`config.mk`:
```
export PLATFORM = sky130hd
export DESIGN_NAME = pcix_bridge_capability_status
export DESIGN_NICKNAME = d
export VERILOG_FILES = /design/src/pcix_status_pkg.sv /design/src/pcix_bridge_capability_status.sv
export SDC_FILE = /design/constraint.sdc
export NUM_CORES = 1
export LEC_CHECK = 0
export BUFFER_PORTS_ARGS = -buffer_cell sky130_fd_sc_hd__buf_2
export CELL_PAD_IN_SITES_DETAIL_PLACEMENT = 1
export CELL_PAD_IN_SITES_GLOBAL_PLACEMENT = 1
export CORE_MARGIN = 2
export CORE_UTILIZATION = 37
export CTS_BUF_LIST = sky130_fd_sc_hd__clkbuf_8
export DETAILED_ROUTE_END_ITERATION = 7
export GPL_TIMING_DRIVEN = 0
export PLACE_DENSITY_LB_ADDON = 0.1
export REMOVE_ABC_BUFFERS = 1
export SYNTH_ARGS = -nofsm -noshare
export SYNTH_HDL_FRONTEND = slang
export SYNTH_SLANG_ARGS = --single-unit
```
`constraint.sdc`:
```
create_clock -name clk -period 2.3 [get_ports clk]
set_clock_uncertainty 0.15 [all_clocks]
set_input_delay 0.575 -clock clk [delete_from_list [all_inputs] [get_ports clk]]
set_output_delay 0.575 -clock clk [all_outputs]
set_load 0.02 [all_outputs]
```
`src/pcix_status_pkg.sv`:
```
// constants for the bridge capability and status register bank
package pcix_status_pkg;

  // ---------------------------------------------------------------
  // register byte addresses
  // ---------------------------------------------------------------
  localparam logic [7:0] BUS_NUMBER_ADDR = 8'h18;
  localparam logic [7:0] SECONDARY_SIDE_STATUS_ADDR = 8'h50;
  localparam logic [7:0] BRIDGE_PRIMARY_STATUS_ADDR = 8'h54;
  localparam logic [7:0] UPSTREAM_SPLIT_CONTROL_ADDR = 8'h58;
  localparam logic [7:0] IRQ_STATUS_ADDR = 8'h70;
  localparam logic [7:0] IRQ_MASK_ADDR = 8'h74;

  // ---------------------------------------------------------------
  // secondary side status field positions
  // ---------------------------------------------------------------
  localparam int WIDE_BUS_FLAG_BIT = 0;
  localparam int CAPABLE_133_FLAG_BIT = 1;
  localparam int COMPLETION_DISCARDED_FLAG_BIT = 2;

  // ---------------------------------------------------------------
  // bridge primary status field positions
  // ---------------------------------------------------------------
  localparam int FUNCTION_NUMBER_LSB = 0;
  localparam int DEVICE_NUMBER_LSB = 3;
  localparam int BUS_NUMBER_LSB = 8;
  localparam int PRIMARY_WIDE_BIT = 16;
  localparam int PRIMARY_133_BIT = 17;
  localparam int PRIMARY_DISCARDED_BIT = 18;
  localparam int UNEXPECTED_COMPLETION_BIT = 19;
  localparam int COMPLETION_OVERRUN_BIT = 20;
  localparam int REQUEST_DELAYED_BIT = 21;

  // ---------------------------------------------------------------
  // upstream split control fields and reset values
  // ---------------------------------------------------------------
  localparam int SPLIT_LIMIT_LSB = 16;
  localparam logic [15:0] SPLIT_CAPACITY_VALUE = 16'hffff;
  localparam logic [15:0] SPLIT_LIMIT_RESET = 16'h0000;
  localparam logic [31:0] BRIDGE_STATUS_RESET = 32'h0001_00f8;
  localparam logic [31:0] SPLIT_CONTROL_RESET = 32'h0000_ffff;
  localparam logic [7:0] BUS_NUMBER_RESET = 8'h00;

  // device numbers of the two bus instances
  localparam logic [4:0] DEVICE_NUMBER_FIRST = 5'h1f;
  localparam logic [4:0] DEVICE_NUMBER_SECOND = 5'h1d;
  localparam logic [2:0] FUNCTION_NUMBER_VALUE = 3'h0;

  // ---------------------------------------------------------------
  // interrupt bits and split launch buffering
  // ---------------------------------------------------------------
  localparam int IRQ_DISCARD_BIT = 0;
  localparam int IRQ_WIDTH = 1;
  localparam int CREDIT_WIDTH = 4;
  localparam logic [3:0] BUFFER_SLOTS = 4'h8;

endpackage

```
`src/pcix_bridge_capability_status.sv`:
```
// bridge capability, status and upstream split control register bank
//
// Summary of operation
// - a split completion dropped on its way to the secondary bus sets the discarded flag, bit 2.
// - the discarded flag clears when software writes a one to it; a zero leaves it alone.
// - bit 1 of the secondary status always reads one for 133 MHz capability.
// - bit 0 of the secondary status always reads one for a 64-bit secondary bus.
// - bit 21 of the bridge status, request delayed, always reads zero.
// - bit 20 of the bridge status, completion overrun, always reads zero.
// - bits 19 and 18 of the bridge status always read zero.
// - bit 17 of the bridge status, primary 133 MHz capability, always reads zero.
// - bit 16 of the bridge status always reads one for a 64-bit primary interface.
// - bits 15:8 of the bridge status mirror the primary bus number held at 18h.
// - bits 7:3 of the bridge status give the device number, 1Fh first instance, 1Dh second.
// - bits 2:0 of the bridge status give a read-only function number.
// - bits 31:16 of the upstream split control are plain storage that steers nothing.
// - bits 15:0 of the upstream split control read as all ones.
// - upstream split launches are gated by free buffer slots, whatever the limit says.
module pcix_bridge_capability_status #(
  parameter bit SECOND_INSTANCE = 1'b0  // 0 first bus instance, 1 second
) (
  input wire logic clk,  // 125 MHz core clock
  input wire logic reset,  // asynchronous, active high
  input wire logic wb_cyc_i,  // wishbone cycle
  input wire logic wb_stb_i,  // wishbone strobe
  input wire logic wb_we_i,  // wishbone write enable
  input wire logic [7:0] wb_adr_i,  // byte address
  input wire logic [3:0] wb_sel_i,  // byte lane selects
  input wire logic [31:0] wb_dat_i,  // write data
  output logic [31:0] wb_dat_o,  // read data, registered
  output logic wb_ack_o,  // one-cycle acknowledge
  input wire logic completion_discard_event,  // pulse: completion dropped
  input wire logic split_launch_req,  // upstream split wants to launch
  output logic split_launch_grant,  // launch allowed this cycle
  input wire logic split_slot_return,  // pulse: a buffer slot freed
  output logic irq  // level interrupt
);

  // ---------------------------------------------------------------
  // state
  // ---------------------------------------------------------------
  typedef struct packed {
    logic ack;
    logic [31:0] rdata;
    logic discarded;
    logic [15:0] split_limit;
    logic [7:0] primary_bus_number;
    logic [pcix_status_pkg::IRQ_WIDTH-1:0] irq_status;
    logic [pcix_status_pkg::IRQ_WIDTH-1:0] irq_mask;
    logic [pcix_status_pkg::CREDIT_WIDTH-1:0] credits;
  } state_t;

  state_t state_reg;
  state_t state_next;

  logic access;
  logic wr;
  logic [31:0] read_value;
  logic [31:0] secondary_word;
  logic [31:0] bridge_word;
  logic [31:0] split_word;
  logic [4:0] device_number;
  logic [31:0] byte_mask;

  // ---------------------------------------------------------------
  // read views of the documented registers
  // ---------------------------------------------------------------
  // device number is a strap of the instance, not writable
  assign device_number = SECOND_INSTANCE ? pcix_status_pkg::DEVICE_NUMBER_SECOND
                                         : pcix_status_pkg::DEVICE_NUMBER_FIRST;

  // secondary status: low capability bits hardwired, flag from state
  always_comb
  begin
    secondary_word = 32'h0000_0000;
    secondary_word[pcix_status_pkg::WIDE_BUS_FLAG_BIT] = 1'b1;
    secondary_word[pcix_status_pkg::CAPABLE_133_FLAG_BIT] = 1'b1;
    secondary_word[pcix_status_pkg::COMPLETION_DISCARDED_FLAG_BIT] = state_reg.discarded;
  end

  // bridge status: only the bus number changes at run time
  always_comb
  begin
    bridge_word = 32'h0000_0000;
    bridge_word[pcix_status_pkg::PRIMARY_WIDE_BIT] = 1'b1;
    bridge_word[pcix_status_pkg::BUS_NUMBER_LSB +: 8] = state_reg.primary_bus_number;
    bridge_word[pcix_status_pkg::DEVICE_NUMBER_LSB +: 5] = device_number;
    bridge_word[pcix_status_pkg::FUNCTION_NUMBER_LSB +: 3] =
      pcix_status_pkg::FUNCTION_NUMBER_VALUE;
  end

  // split control: limit is storage, capacity hardwired to all ones
  assign split_word = {state_reg.split_limit, pcix_status_pkg::SPLIT_CAPACITY_VALUE};

  // ---------------------------------------------------------------
  // bus decode
  // ---------------------------------------------------------------
  // ack registered so every access takes exactly one wait cycle
  assign access = wb_cyc_i && wb_stb_i && !state_reg.ack;
  assign wr = access && wb_we_i;
  assign byte_mask = {{8{wb_sel_i[3]}}, {8{wb_sel_i[2]}}, {8{wb_sel_i[1]}}, {8{wb_sel_i[0]}}};

  // unmapped addresses read zero and swallow writes
  always_comb
  begin
    if (wb_adr_i == pcix_status_pkg::BUS_NUMBER_ADDR)
      read_value = {24'h00_0000, state_reg.primary_bus_number};
    else if (wb_adr_i == pcix_status_pkg::SECONDARY_SIDE_STATUS_ADDR)
      read_value = secondary_word;
    else if (wb_adr_i == pcix_status_pkg::BRIDGE_PRIMARY_STATUS_ADDR)
      read_value = bridge_word;
    else if (wb_adr_i == pcix_status_pkg::UPSTREAM_SPLIT_CONTROL_ADDR)
      read_value = split_word;
    else if (wb_adr_i == pcix_status_pkg::IRQ_STATUS_ADDR)
      read_value = {31'h0000_0000, state_reg.irq_status};
    else if (wb_adr_i == pcix_status_pkg::IRQ_MASK_ADDR)
      read_value = {31'h0000_0000, state_reg.irq_mask};
    else
      read_value = 32'h0000_0000;
  end

  // ---------------------------------------------------------------
  // next state
  // ---------------------------------------------------------------
  always_comb
  begin
    state_next = state_reg;
    state_next.ack = access;
    if (access)
      state_next.rdata = wb_we_i ? 32'h0000_0000 : read_value;
    // discarded flag: clear first so a same-cycle event wins
    if (wr && wb_adr_i == pcix_status_pkg::SECONDARY_SIDE_STATUS_ADDR && wb_sel_i[0]
        && wb_dat_i[pcix_status_pkg::COMPLETION_DISCARDED_FLAG_BIT])
      state_next.discarded = 1'b0;
    if (completion_discard_event)
      state_next.discarded = 1'b1;
    // interrupt status, same set-over-clear ordering
    if (wr && wb_adr_i == pcix_status_pkg::IRQ_STATUS_ADDR && wb_sel_i[0])
      state_next.irq_status = state_reg.irq_status & ~wb_dat_i[0];
    if (completion_discard_event)
      state_next.irq_status[pcix_status_pkg::IRQ_DISCARD_BIT] = 1'b1;
    if (wr && wb_adr_i == pcix_status_pkg::IRQ_MASK_ADDR && wb_sel_i[0])
      state_next.irq_mask = wb_dat_i[0];
    // only the limit half of split control takes write data
    if (wr && wb_adr_i == pcix_status_pkg::UPSTREAM_SPLIT_CONTROL_ADDR)
      state_next.split_limit = (state_reg.split_limit & ~byte_mask[31:16])
                             | (wb_dat_i[31:16] & byte_mask[31:16]);
    if (wr && wb_adr_i == pcix_status_pkg::BUS_NUMBER_ADDR && wb_sel_i[0])
      state_next.primary_bus_number = wb_dat_i[7:0];
    // slot accounting; the split limit never enters here
    if (split_launch_grant && !split_slot_return)
      state_next.credits = state_reg.credits - 4'h1;
    else if (!split_launch_grant && split_slot_return
             && state_reg.credits != pcix_status_pkg::BUFFER_SLOTS)
      state_next.credits = state_reg.credits + 4'h1;
  end

  // ---------------------------------------------------------------
  // state register
  // ---------------------------------------------------------------
  always_ff @(posedge clk or posedge reset)
  begin
    if (reset)
    begin
      state_reg.ack <= 1'b0;
      state_reg.rdata <= 32'h0000_0000;
      state_reg.discarded <= 1'b0;
      state_reg.split_limit <= pcix_status_pkg::SPLIT_LIMIT_RESET;
      state_reg.primary_bus_number <= pcix_status_pkg::BUS_NUMBER_RESET;
      state_reg.irq_status <= 1'b0;
      state_reg.irq_mask <= 1'b0;
      state_reg.credits <= pcix_status_pkg::BUFFER_SLOTS;
    end
    else
      state_reg <= state_next;
  end

  // ---------------------------------------------------------------
  // outputs
  // ---------------------------------------------------------------
  assign wb_ack_o = state_reg.ack;
  assign wb_dat_o = state_reg.rdata;
  assign irq = |(state_reg.irq_status & state_reg.irq_mask);
  // a launch needs a free slot; an overfull buffer cannot happen
  assign split_launch_grant = split_launch_req && state_reg.credits != 4'h0;

  logic rd_sec;
  logic rd_bri;
  logic rd_spl;
  assign rd_sec = access && !wb_we_i && wb_adr_i == pcix_status_pkg::SECONDARY_SIDE_STATUS_ADDR;
  assign rd_bri = access && !wb_we_i && wb_adr_i == pcix_status_pkg::BRIDGE_PRIMARY_STATUS_ADDR;
  assign rd_spl = access && !wb_we_i && wb_adr_i == pcix_status_pkg::UPSTREAM_SPLIT_CONTROL_ADDR;
endmodule

```
* Word level (Yosys, flattened, before mapping)
Cells that the tools add are included.
Word-level totals: flip-flop bits (word level) 64, latch bits 0, bits in writable memories 0, ROM bits 0, output and inout port bits 35, memories kept 0
Operators by class: add/subtract/negate cells 2, multiply operators 0, divide/modulo/power cells 0, $lt $le $gt $ge 0, equality and inequality tests 7, shift operators 0, mux-type cells 13, bitwise logic cells 7, reduce and logical (&&, ||, !) cells 24
Operators by type and width (count):
- $mux W32 | 5
- $eq A8 B7 Y1 const B | 5
- $and A16 B16 Y16 | 2
- $logic_and A1 B1 Y1 | 17
- $not A16 Y16 | 1
- $or A16 B16 Y16 | 1
- $eq A8 B5 Y1 const B | 1
- $mux W4 | 2
- $mux W1 | 6
- $reduce_bool A2 Y1 | 3
- $add A4 B1 Y4 const B | 1
- $ne A4 B4 Y1 const B | 1
- $reduce_bool A4 Y1 | 1
- $sub A4 B1 Y4 const B | 1
- $logic_not A1 Y1 | 3
- $and A1 B1 Y1 | 2
- $not A1 Y1 | 1

* Logic depth before layout (Yosys ltp)
Gate-level depths: netlist (run 1).
word-level depth 8, depth in mapped cells 8, mapped depth without buffers 7

* Least setup slack after synthesis (run 1)
Ideal clock, no wire load.
path type register to register, start reg state_reg[1] (netlist bit), end reg state_reg[2] (netlist bit), arrival time 1.897 ns, slack 0.129 ns, stages on the path, launching flop included 9, buffers on the path 1, cells stage by stage dfrtp_1 clkbuf_1 nor4_1 nor2_1 xor2_1 ha_1 nor4_1 o21ai_0 xnor2_1
Between the ends: word-level cells in the longest chain between the ends 6, elaborated cells between the ends (all ways) 12
Ends and longest elaborated chain:
- start, declared | RTL line pcix_bridge_capability_status.sv:53 | state_t state_reg;
- start signal, assigned | RTL line pcix_bridge_capability_status.sv:175 | state_reg <= state_next;
- branches (longest 6 deep; another with $add A4 B1 Y4)
Parallel ways; which one is timed is not known. The select of a mux whose other input is x is not followed. A chain may end at the register's enable or synchronous reset.

* Final worst setup path (run 1)
start reg state_reg[1] (netlist bit), end out split_launch_grant
Between the ends: word-level cells in the longest chain between the ends 2
Ends and longest elaborated chain:
- $reduce_bool A4 Y1 | RTL line pcix_bridge_capability_status.sv:185 | assign split_launch_grant = split_launch_req && state_reg.credits != 4'h0;
- $logic_and A1 B1 Y1 | RTL line pcix_bridge_capability_status.sv:185
- end, declared | RTL line pcix_bridge_capability_status.sv:34 | output logic split_launch_grant,
No other way between the ends.

==> key figures, run 1 <==
Outcome
  – Status: complete, no violations

Yosys
  – Sequential cell area fraction in the yosys report: 0.538
  – Share of the synthesized area in the top cell type: 0.529
  – Cell variety after synth: 40
  – Synth warnings: 0
  – Post-synthesis mux area share: 0.0982
  – Adder-Cell Fraction of Synth Area: 0.00420
  – Largest family of logic cells by synthesized area: simple AND/OR/NAND/NOR gates
  – Simple-gate share of the synthesized area: 0.140
  – Post-Syn Area: 2980 um^2
  – Synth Area per Inst: 11.5 um^2
  – Mapped Cells: 259
  – Async SR Flop Fraction: 1.00
  – Seq cells post-synth: 64
  – XOR/XNOR Fraction of Synth Area: 0.0118
  – Number of synthesized flops with an enable pin: 0
  – Library cell with the largest summed area after synthesis: dfrtp_1
  – Top post-synthesis cells by area: dfrtp_1 (53%), mux2_2 (9.8%), buf_4 (8.3%), a22o_1 (4.4%), o21ai_0 (3.0%)
  – Synth Area in Compound Gates: 0.111
  – Main synth FF type: dfrtp_1

Finish
  – Share of layout cells above drive strength 1: 0.424
  – Layout overhead on the synthesized area: 16.9%
  – Reg area: 1600 um^2
  – Final Non-Filler Cells: roughly 420
  – Area of the multi-input gates: 1140 um^2
  – Finished Cell Area: around 3500 um^2
  – # diodes: 0
  – Core Util, Final: 0.449
  – Fill cells: 872
  – Final #Nets: ~360

Power and ir drop
  – Peak VDD IR: 245 uV
  – Design Power: between 2 and 2.5 mW
  – Cell Pwr Density: 707 nW/um^2
  – Leakage power: 1.83 nW

Critical path
  – Req. time, crit path: 1.57 ns
  – Critical path type: reg -> out
  – Worst setup EP type: output pin
  – Startpoint Class: register
  – Worst EP arrival: 1.48 ns
  – Crit path max fanout: 8

STA
  – Final worst-path cycle share: 0.960
  – Total negative setup slack: 0 ns
  – Least-Margin Pin Slew: 0.777 ns
  – Max Clock Freq: around 450 MHz
  – Final Max Slew Viols: 0
  – Final hold violations: 0
  – Crit path time final: 2.21 ns
  – Final setup viols: 0
  – Slew HR: 0.482

Drt
  – Initial DRT Pass Iterations: 4
  – DR vias: 2075
  – DRC: 0
  – DRT Wirelength: around 6800 um
  – Via-per-instance ratio: 4.99
  – Initial drt markers: 25
  – WL per Instance: 16.4 um
  – Post-route ant nets: 0

Global route
  – GRT Util Overall: 0.167
  – Initial antenna violation count: 0
  – First-pass GRT wire length: approximately 11000 um
  – Vias in the first global route: 2193
  – Largest net degree at the start of global routing: 65
  – Congestion Overflow GR: 0

Worst hold path
  – Hold WC Path Type: in -> async

Placed design
  – Dpl cells: 398
  – Buffers added on ports: 77
  – Final Wtd Congestion: between 0.7 and 0.8
  – HPWL Detailed: 4590 um
  – Area after DPL: roughly 3200 um^2

Floorplan
  – # rows: 32
  – Total die area: 8790 um^2
  – Initial Util: 0.384
  – I/O Pins: 87
  – Core area: 7770 um^2
  – Width of the die: 93.8 um
  – Die H: 93.8 um

CTS
  – CTS max path bufs: 2
  – CTS root buffer: clkbuf_8
  – Total CTS buffers: 9
  – Cts hold-fix bufs: 0
  – Worst-path clk slew: 0.07 ns
  – Worst-Skew Late Latency: 0.32 ns
  – H-tree depth: 3
  – TritonCTS clock tree: yes
  – Num Clock Sinks: 64

Run
  – Max-Cap Viols: 0
-- layout by cell type, fill, tap and decap left out, types with 2 or more instances in the layout --
cell type,n
or3_1,4
inv_1,4
nand3b_2,2
a21oi_1,6
xor2_1,2
o21a_1,2
nand4_4,2
clkbuf_8,10
a31oi_1,2
o21ai_0,18
dfrtp_1,62
buf_2,77
nor2_1,17
mux2_2,26
nand2b_1,5
nand2_1,22
a22o_1,15
o41ai_1,2
nand3_1,3
nor4_1,3
clkinv_2,3
xnor2_1,2
-- Yosys cell counts, types with 3 or more instances --
library cell / number
a21oi_1: 6
a22o_1: 15
buf_4: 33
clkbuf_1: 6
dfrtp_1: 63
inv_1: 4
mux2_2: 26
nand2_1: 22
nand2b_1: 5
nand3_1: 3
nor2_1: 17
nor4_1: 4
o21ai_0: 18
or3_1: 4
-- critical path, cell delays in order (launching register included) --
cell and delay, ns:
dfrtp_2 0.47, nor4_4 0.33, buf_4 0.17, nor2b_1 0.04, buf_2 0.15
-- kinds of logic after synthesis --
kind of cell,count (synthesis)
xor+xnor,4
simple gates,71
compound gates,49
mux,26
buf+inv,44
fa+ha+maj,1
flops,64
-- cell type report --
| class | count | share of cell area |
|---|---|---|
| tap | 102 | 0.0366 |
| inverter | 4 | 0.00503 |
| clock buffer | 10 | 0.0395 |
| sequential | 64 | 0.460 |
| timing repair buffer | 79 | 0.118 |
| multi-input combinational | 152 | 0.326 |
| clock inverter | 5 | 0.0140 |
-- per-layer routing --
layer / share of wire / vias to the layer above / GRT usage
li1: - / 987 / -
met1: 0.45 / 1030 / 0.216
met2: 0.49 / 52 / 0.274
met3: 0.047 / 6 / 0.0546
met4: 0.010 / 0 / 0.0399
met5: 0 / - / 0
-- worst paths after layout --
kind / start / end / slack [ns] / cells after the start
worst min-delay path: reset / wb_dat_o[6]$_DFFE_PP0N_ / 0.26 / 2
worst max register to register: wb_ack_o$_DFF_PP0_ / register / 0.17 / 5
min in group clk: completion_discard_event / secondary_word[2]$_DFFE_PP0P_ / 0.31 / 2
max in group asynchronous: reset / state_reg[1]$_DFFE_PP0P_ / 1.20 / 2
worst min register to register: wb_dat_o[4]$_DFFE_PP0N_ / wb_dat_o[4]$_DFFE_PP0N_ / 0.33 / 2
worst max-delay path: state_reg[1]$_DFFE_PP0P_ / split_launch_grant / 0.09 / 4
-- stage by stage --
stage,hold slack (ns),worst slack (ns)
finish,0.256,0.0911
global route,0.298,-0.00381
global placement,0.315,-0.948
detailed placement,0.318,-0.508
floorplan,0.300,-0.0214
CTS,0.282,-0.0110
-- where the power goes --
| group | switching (mW) | internal (mW) |
|---|---|---|
| clock | 0.408 | 0.515 |
| combinational | 0.149 | 0.137 |
| sequential | 0.0833 | 1.17 |
-- repair_timing --
action	CTS	global route
pin swaps	0	2
gates cloned	1	0
setup endpoints to repair	34	24
gates resized for setup	2	6
buffers inserted	0	2
(Power assumes the default switching activity.)
==> run 2: changes to the inputs <==
Settings changed: CELL_PAD_IN_SITES_GLOBAL_PLACEMENT 1 to 2, CORE_UTILIZATION 37 to 30.
==> key figures, run 2 (synthesis results as in run 1) <==
Critical path
  – Req. time, crit path: 2.37 ns (+0.80 ns)
  – Worst EP arrival: 2.19 ns (+0.71 ns)
  – Startpoint Class: register
  – Worst setup EP type: register
  – Critical path type: reg -> reg
  – Reg2reg setup slack: 0.17 ns (about the same)
  – Crit path max fanout: 17 (+9)

STA
  – Final worst-path cycle share: 0.924 (-0.0363)
  – Max Clock Freq: 470 MHz (+3.9%)
  – RSZ-0062 raised after global routing: no
  – Fin worst setup slack: 0.174 ns (+0.0834 ns)
  – Hold WS: 0.251 ns (-0.00530 ns)
  – Final setup viols: 0 (unchanged)
  – Slew HR: 0.463 (-0.0190)
  – Least-Margin Pin Slew: 0.806 ns (+0.0285 ns)
  – Final hold violations: 0 (unchanged)
  – Crit path time final: 2.13 ns (-0.0834 ns)
  – Total negative setup slack: 0 ns (unchanged)
  – Final Max Slew Viols: 0 (unchanged)

CTS
  – TritonCTS clock tree: yes
  – Total CTS buffers: 9 (unchanged)
  – CTS root buffer: clkbuf_8
  – CTS max path bufs: 2 (unchanged)
  – H-tree depth: 3 (unchanged)
  – Worst-path clk slew: 0.07 ns (about the same)
  – Num Clock Sinks: 64 (unchanged)
  – Cts hold-fix bufs: 0 (unchanged)
  – Worst-Skew Late Latency: 0.33 ns (about the same)

Global route
  – Initial antenna violation count: 0 (unchanged)
  – Vias in the first global route: 2274 (+3.7%)
  – First-pass GRT wire length: 12200 um (+9.6%)
  – GR Layer Usage met1: 0.175 (-0.0404)
  – GRT Util Overall: 0.145 (-0.0223)
  – Congestion Overflow GR: 0 (unchanged)
  – Grt peak-use layer: met2
  – Met2 usage: 0.246 (-0.0274)
  – Largest net degree at the start of global routing: 65 (unchanged)
  – Met3 usage: 0.0554 (+0.000806)

Placed design
  – Area after DPL: 3260 um^2 (+1.2%)
  – HPWL Detailed: 4750 um (+3.6%)
  – Final Wtd Congestion: 0.695 (-9.5%)
  – Buffers added on ports: 77 (unchanged)
  – Pre-CTS setup slack: -0.495 ns (+0.0127 ns)

Drt
  – WL per Instance: 15.9 um (-3.2%)
  – Initial drt markers: 50 (+100%)
  – DR vias: 2060 (-0.72%)
  – Via-per-instance ratio: 4.57 (-8.4%)
  – Post-route ant nets: 0 (unchanged)
  – DRT Wirelength: 7150 um (+5.0%)
  – Initial DRT Pass Iterations: 4 (unchanged)
  – DRC: 0 (unchanged)

Finish
  – Fill cells: 1124 (+29%)
  – Most common cell after layout, fill and taps aside: buf_2
  – Core Util, Final: 0.365 (-0.0835)
  – Final #Nets: 366 (+0.83%)
  – Layout overhead on the synthesized area: 19.2%
  – Share of layout cells above drive strength 1: 0.431 (+0.00725)
  – # diodes: 0 (unchanged)
  – Most frequent cells in the layout: buf_2 (77), dfrtp_1 (63), mux2_2 (26), nand2_1 (22), o21ai_0 (18)
  – Finished Cell Area: 3550 um^2 (+1.9%)

Floorplan
  – Die H: 104 um (+11%)
  – I/O Pins: 87 (unchanged)
  – Width of the die: 104 um (+11%)
  – Total die area: 10700 um^2 (+22%)
  – Core area: 9730 um^2 (+25%)
  – Initial Util: 0.306 (-0.0774)
  – # rows: 36 (+13%)

Power and ir drop
  – Leakage power: 1.83 nW (+0.16%)
  – Peak VDD IR: 364 uV (+49%)
  – Cell Pwr Density: 714 nW/um^2 (+1.0%)

Run
  – Max-Cap Viols: 0 (unchanged)

Worst hold path
  – Hold WC Path Type: in -> async

Outcome
  – Status: complete, no violations
==> run 2: changes by cell type in the layout (fill, tap and decap cells not counted), sizes merged <==
cell      previous run  this run
clkinv               3         1
inv                  5         4
clkinvlp             0         4
buf                 79        82
==> run 2: path summary, 6_finish.rpt <==
| check | startpoint | to | cells past startpoint |
|---|---|---|---|
| max | wb_ack_o$_DFF_PP0_ | register | 5 |
| min | reset | async pin | 2 |
| max reg2reg | wb_ack_o$_DFF_PP0_ | register | 5 |
| min reg2reg | wb_dat_o[11]$_DFFE_PP0N_ | wb_dat_o[11]$_DFFE_PP0N_ | 2 |
| max in group asynchronous | reset | async pin | 2 |
| min in group clk | completion_discard_event | secondary_word[2]$_DFFE_PP0P_ | 2 |
==> run 2: cell type report <==
cell class / instances / area (um^2) / share of cell area
clock buffer: 10 / 138 / 0.0387
clock inverter: 6 / 68.8 / 0.0194
timing repair buffer: 82 / 423 / 0.119
tap: 133 / 166 / 0.0468
multi-input combinational: 152 / 1140 / 0.320
sequential: 64 / 1600 / 0.451
inverter: 4 / 17.5 / 0.00493
==> run 2: worst max-delay path: stages (launching register included) <==
cell and delay (ns):
dfrtp_1 0.42, nand3b_4 0.34, inv_1 0.21, and3_2 0.31, nand4_4 0.23, mux2_2 0.34
==> run 2: timing repair <==
item	4_1_cts	5_1_grt
gates cloned	1	0
setup endpoints to repair	35	40
resized for setup	3	4
pin swaps	1	3
setup buffers	0	5
==> run 2: per-layer routing <==
metal | vias up | part of all wire
met5 | - | 0
met1 | 1014 | 0.43
met3 | 2 | 0.062
met4 | 0 | 0.0036
met2 | 49 | 0.51
li1 | 995 | -
==> run 2: power breakdown <==
part	internal (mW)	leakage, nW	total, mW	switching (mW)
logic	0.145	0.866	0.292	0.147
registers	1.17	0.872	1.25	0.0803
clock network	0.531	0.0907	0.997	0.466
total	1.84	1.83	2.54	0.693
==> run 2: stage by stage <==
stage / std cells / power, mW
after floorplan: 219 / 1.41
after detailed placement: 429 / 1.52
after CTS: 446 / 2.57
after global placement: 429 / 1.52
final: 451 / 2.54
after global routing: 451 / 2.69
==> run 3: changes to the inputs <==
Settings changed: SETUP_SLACK_MARGIN set to 0.4.
==> key figures, run 3 (synthesis results as in run 1) <==
Outcome
  – Status: complete, no violations

CTS
  – H-tree depth: 3 (unchanged)
  – Total CTS buffers: 9 (unchanged)
  – CTS root buffer: clkbuf_8
  – TritonCTS clock tree: yes
  – CTS max path bufs: 2 (unchanged)
  – Cts hold-fix bufs: 0 (unchanged)
  – Num Clock Sinks: 64 (unchanged)
  – Worst-Skew Late Latency: 0.33 ns (about the same)
  – Worst-path clk slew: 0.08 ns (about the same)

Placed design
  – Buffers added on ports: 77 (unchanged)
  – HPWL Detailed: 4750 um (unchanged)
  – Dpl cells: 429 (unchanged)
  – Pre-CTS setup slack: -0.495 ns (unchanged)
  – Final Wtd Congestion: 0.695 (unchanged)

STA
  – Crit path time final: 2.04 ns (-0.0846 ns)
  – Slew HR: 0.463 (about the same)
  – Final setup viols: 0 (unchanged)
  – Fin worst setup slack: 0.259 ns (+0.0846 ns)
  – RSZ-0062 raised after global routing: yes
  – Max Clock Freq: 490 MHz (+4.1%)
  – Final worst-path cycle share: 0.887 (-0.0368)
  – Total negative setup slack: 0 ns (unchanged)
  – Final hold violations: 0 (unchanged)
  – Hold WS: 0.248 ns (-0.00334 ns)
  – Final Max Slew Viols: 0 (unchanged)
  – Least-Margin Pin Slew: 0.806 ns (+0.00000262 ns)

Critical path
  – Worst EP arrival: 1.32 ns (-0.87 ns)
  – Worst reg2reg path endpoint: state_reg[2]$_DFFE_PP0P_
  – Worst Setup EP: split_launch_grant
  – Worst r2r src: state_reg[1]$_DFFE_PP0P_
  – Crit path max fanout: 3 (-14)
  – Reg2reg setup slack: 0.38 ns (+0.21 ns)
  – Worst r2r path cells: 8 (+3)
  – Startpoint Class: register
  – Worst Setup SP: state_reg[1]$_DFFE_PP0P_
  – Worst setup EP type: output pin
  – Critical path type: reg -> out
  – Req. time, crit path: 1.57 ns (-0.80 ns)

Global route
  – First-pass GRT wire length: 12400 um (+1.9%)
  – Vias in the first global route: 2322 (+2.1%)
  – Initial antenna violation count: 0 (unchanged)
  – Congestion Overflow GR: 0 (unchanged)
  – Largest net degree at the start of global routing: 65 (unchanged)
  – GRT Util Overall: 0.148 (+0.00255)

Worst hold path
  – Hold WC Path Type: in -> async

Finish
  – Area of the multi-input gates: 1210 um^2 (+6.2%)
  – Most common cell after layout, fill and taps aside: buf_2
  – Most frequent cells in the layout: buf_2 (77), dfrtp_1 (61), mux2_2 (24), nand2_1 (22)
  – Reg area: 1610 um^2 (+0.16%)
  – Final Non-Filler Cells: 462 (+2.4%)
  – Share of layout cells above drive strength 1: 0.477 (+0.0464)
  – Final #Nets: 377 (+3.0%)
  – # diodes: 0 (unchanged)
  – Layout overhead on the synthesized area: 24.4%
  – Fill cells: 1125 (+0.089%)

Run
  – Max-Cap Viols: 0 (unchanged)

Drt
  – DRT Wirelength: 7310 um (+2.3%)
  – Initial DRT Pass Iterations: 4 (unchanged)
  – WL per Instance: 15.8 um (-0.13%)
  – Via-per-instance ratio: 4.61 (+0.89%)
  – DR vias: 2129 (+3.3%)
  – DRC: 0 (unchanged)
  – Post-route ant nets: 0 (unchanged)
  – Initial drt markers: 48 (-4.0%)

Floorplan
  – Die H: 104 um (unchanged)
  – Initial Util: 0.306 (unchanged)
  – Total die area: 10700 um^2 (unchanged)
  – I/O Pins: 87 (unchanged)
  – Core area: 9730 um^2 (unchanged)
  – # rows: 36 (unchanged)
  – Width of the die: 104 um (unchanged)

Power and ir drop
  – Design Power: 2.66 mW (+5.0%)
  – Peak VDD IR: 365 uV (+0.10%)
  – Leakage power: 1.92 nW (+5.2%)
  – Cell Pwr Density: 719 nW/um^2 (+0.64%)
==> run 3: changes by cell type in the layout (fill, tap and decap cells not counted), sizes merged <==
cell and delta:
buf +11
==> run 3: cell type report <==
type                    count  share of cell area
clock buffers              10              0.0371
well taps                 133              0.0449
repair buffers             93               0.136
clock inverters             6              0.0186
flip-flops and latches     64               0.433
multi-input cells         152               0.325
inverters                   4             0.00472
==> run 3: repair_timing <==
item                       CTS  global route
pin swaps                    4             5
setup endpoints to repair   61            40
cloned                       1             0
resized for setup           14            11
buffers inserted            10             6
==> run 3: critical path, cell delays in order (launching register included) <==
cell     delay, ns
dfrtp_2       0.42
nor4_4        0.31
nor2b_1       0.08
buf_2         0.16
==> run 3: worst min-delay path by stage <==
stage                                        from                       endpoint  slack (ns)  cells past startpoint
floorplan           secondary_word[2]$_DFFE_PP0P_  secondary_word[2]$_DFFE_PP0P_        0.30                      1
global placement         wb_dat_o[13]$_DFFE_PP0N_       wb_dat_o[13]$_DFFE_PP0N_        0.31                      2
CTS                                         reset       wb_dat_o[29]$_DFFE_PP0N_        0.27                      2
global route             completion_discard_event  secondary_word[2]$_DFFE_PP0P_        0.26                      2
detailed placement       wb_dat_o[11]$_DFFE_PP0N_       wb_dat_o[11]$_DFFE_PP0N_        0.32                      2
finish                                      reset        wb_dat_o[4]$_DFFE_PP0N_        0.25                      2
==> run 3: metrics by stage <==
stage / util / instance area (um^2)
final: 0.381 / 3710
after global routing: 0.381 / 3710
after CTS: 0.372 / 3620
after detailed placement: 0.335 / 3260
after global placement: 0.335 / 3260
after floorplan: - / 2710
==> run 3: power breakdown <==
group          internal (mW)  switching [mW]  leakage, nW  total, mW
clock                  0.531           0.470       0.0907       1.00
combinational          0.222           0.215        0.963      0.437
sequential              1.17          0.0540        0.870       1.23
==> run 3: layer usage <==
layer | wire, um | vias up | share of wire | GRT usage
li1 | - | 1019 | - | -
met4 | 25 | 0 | 0.0034 | 0.0319
met5 | 0 | - | 0 | 0
met2 | 3740 | 54 | 0.51 | 0.252
met1 | 3080 | 1054 | 0.42 | 0.178
met3 | 466 | 2 | 0.064 | 0.0554
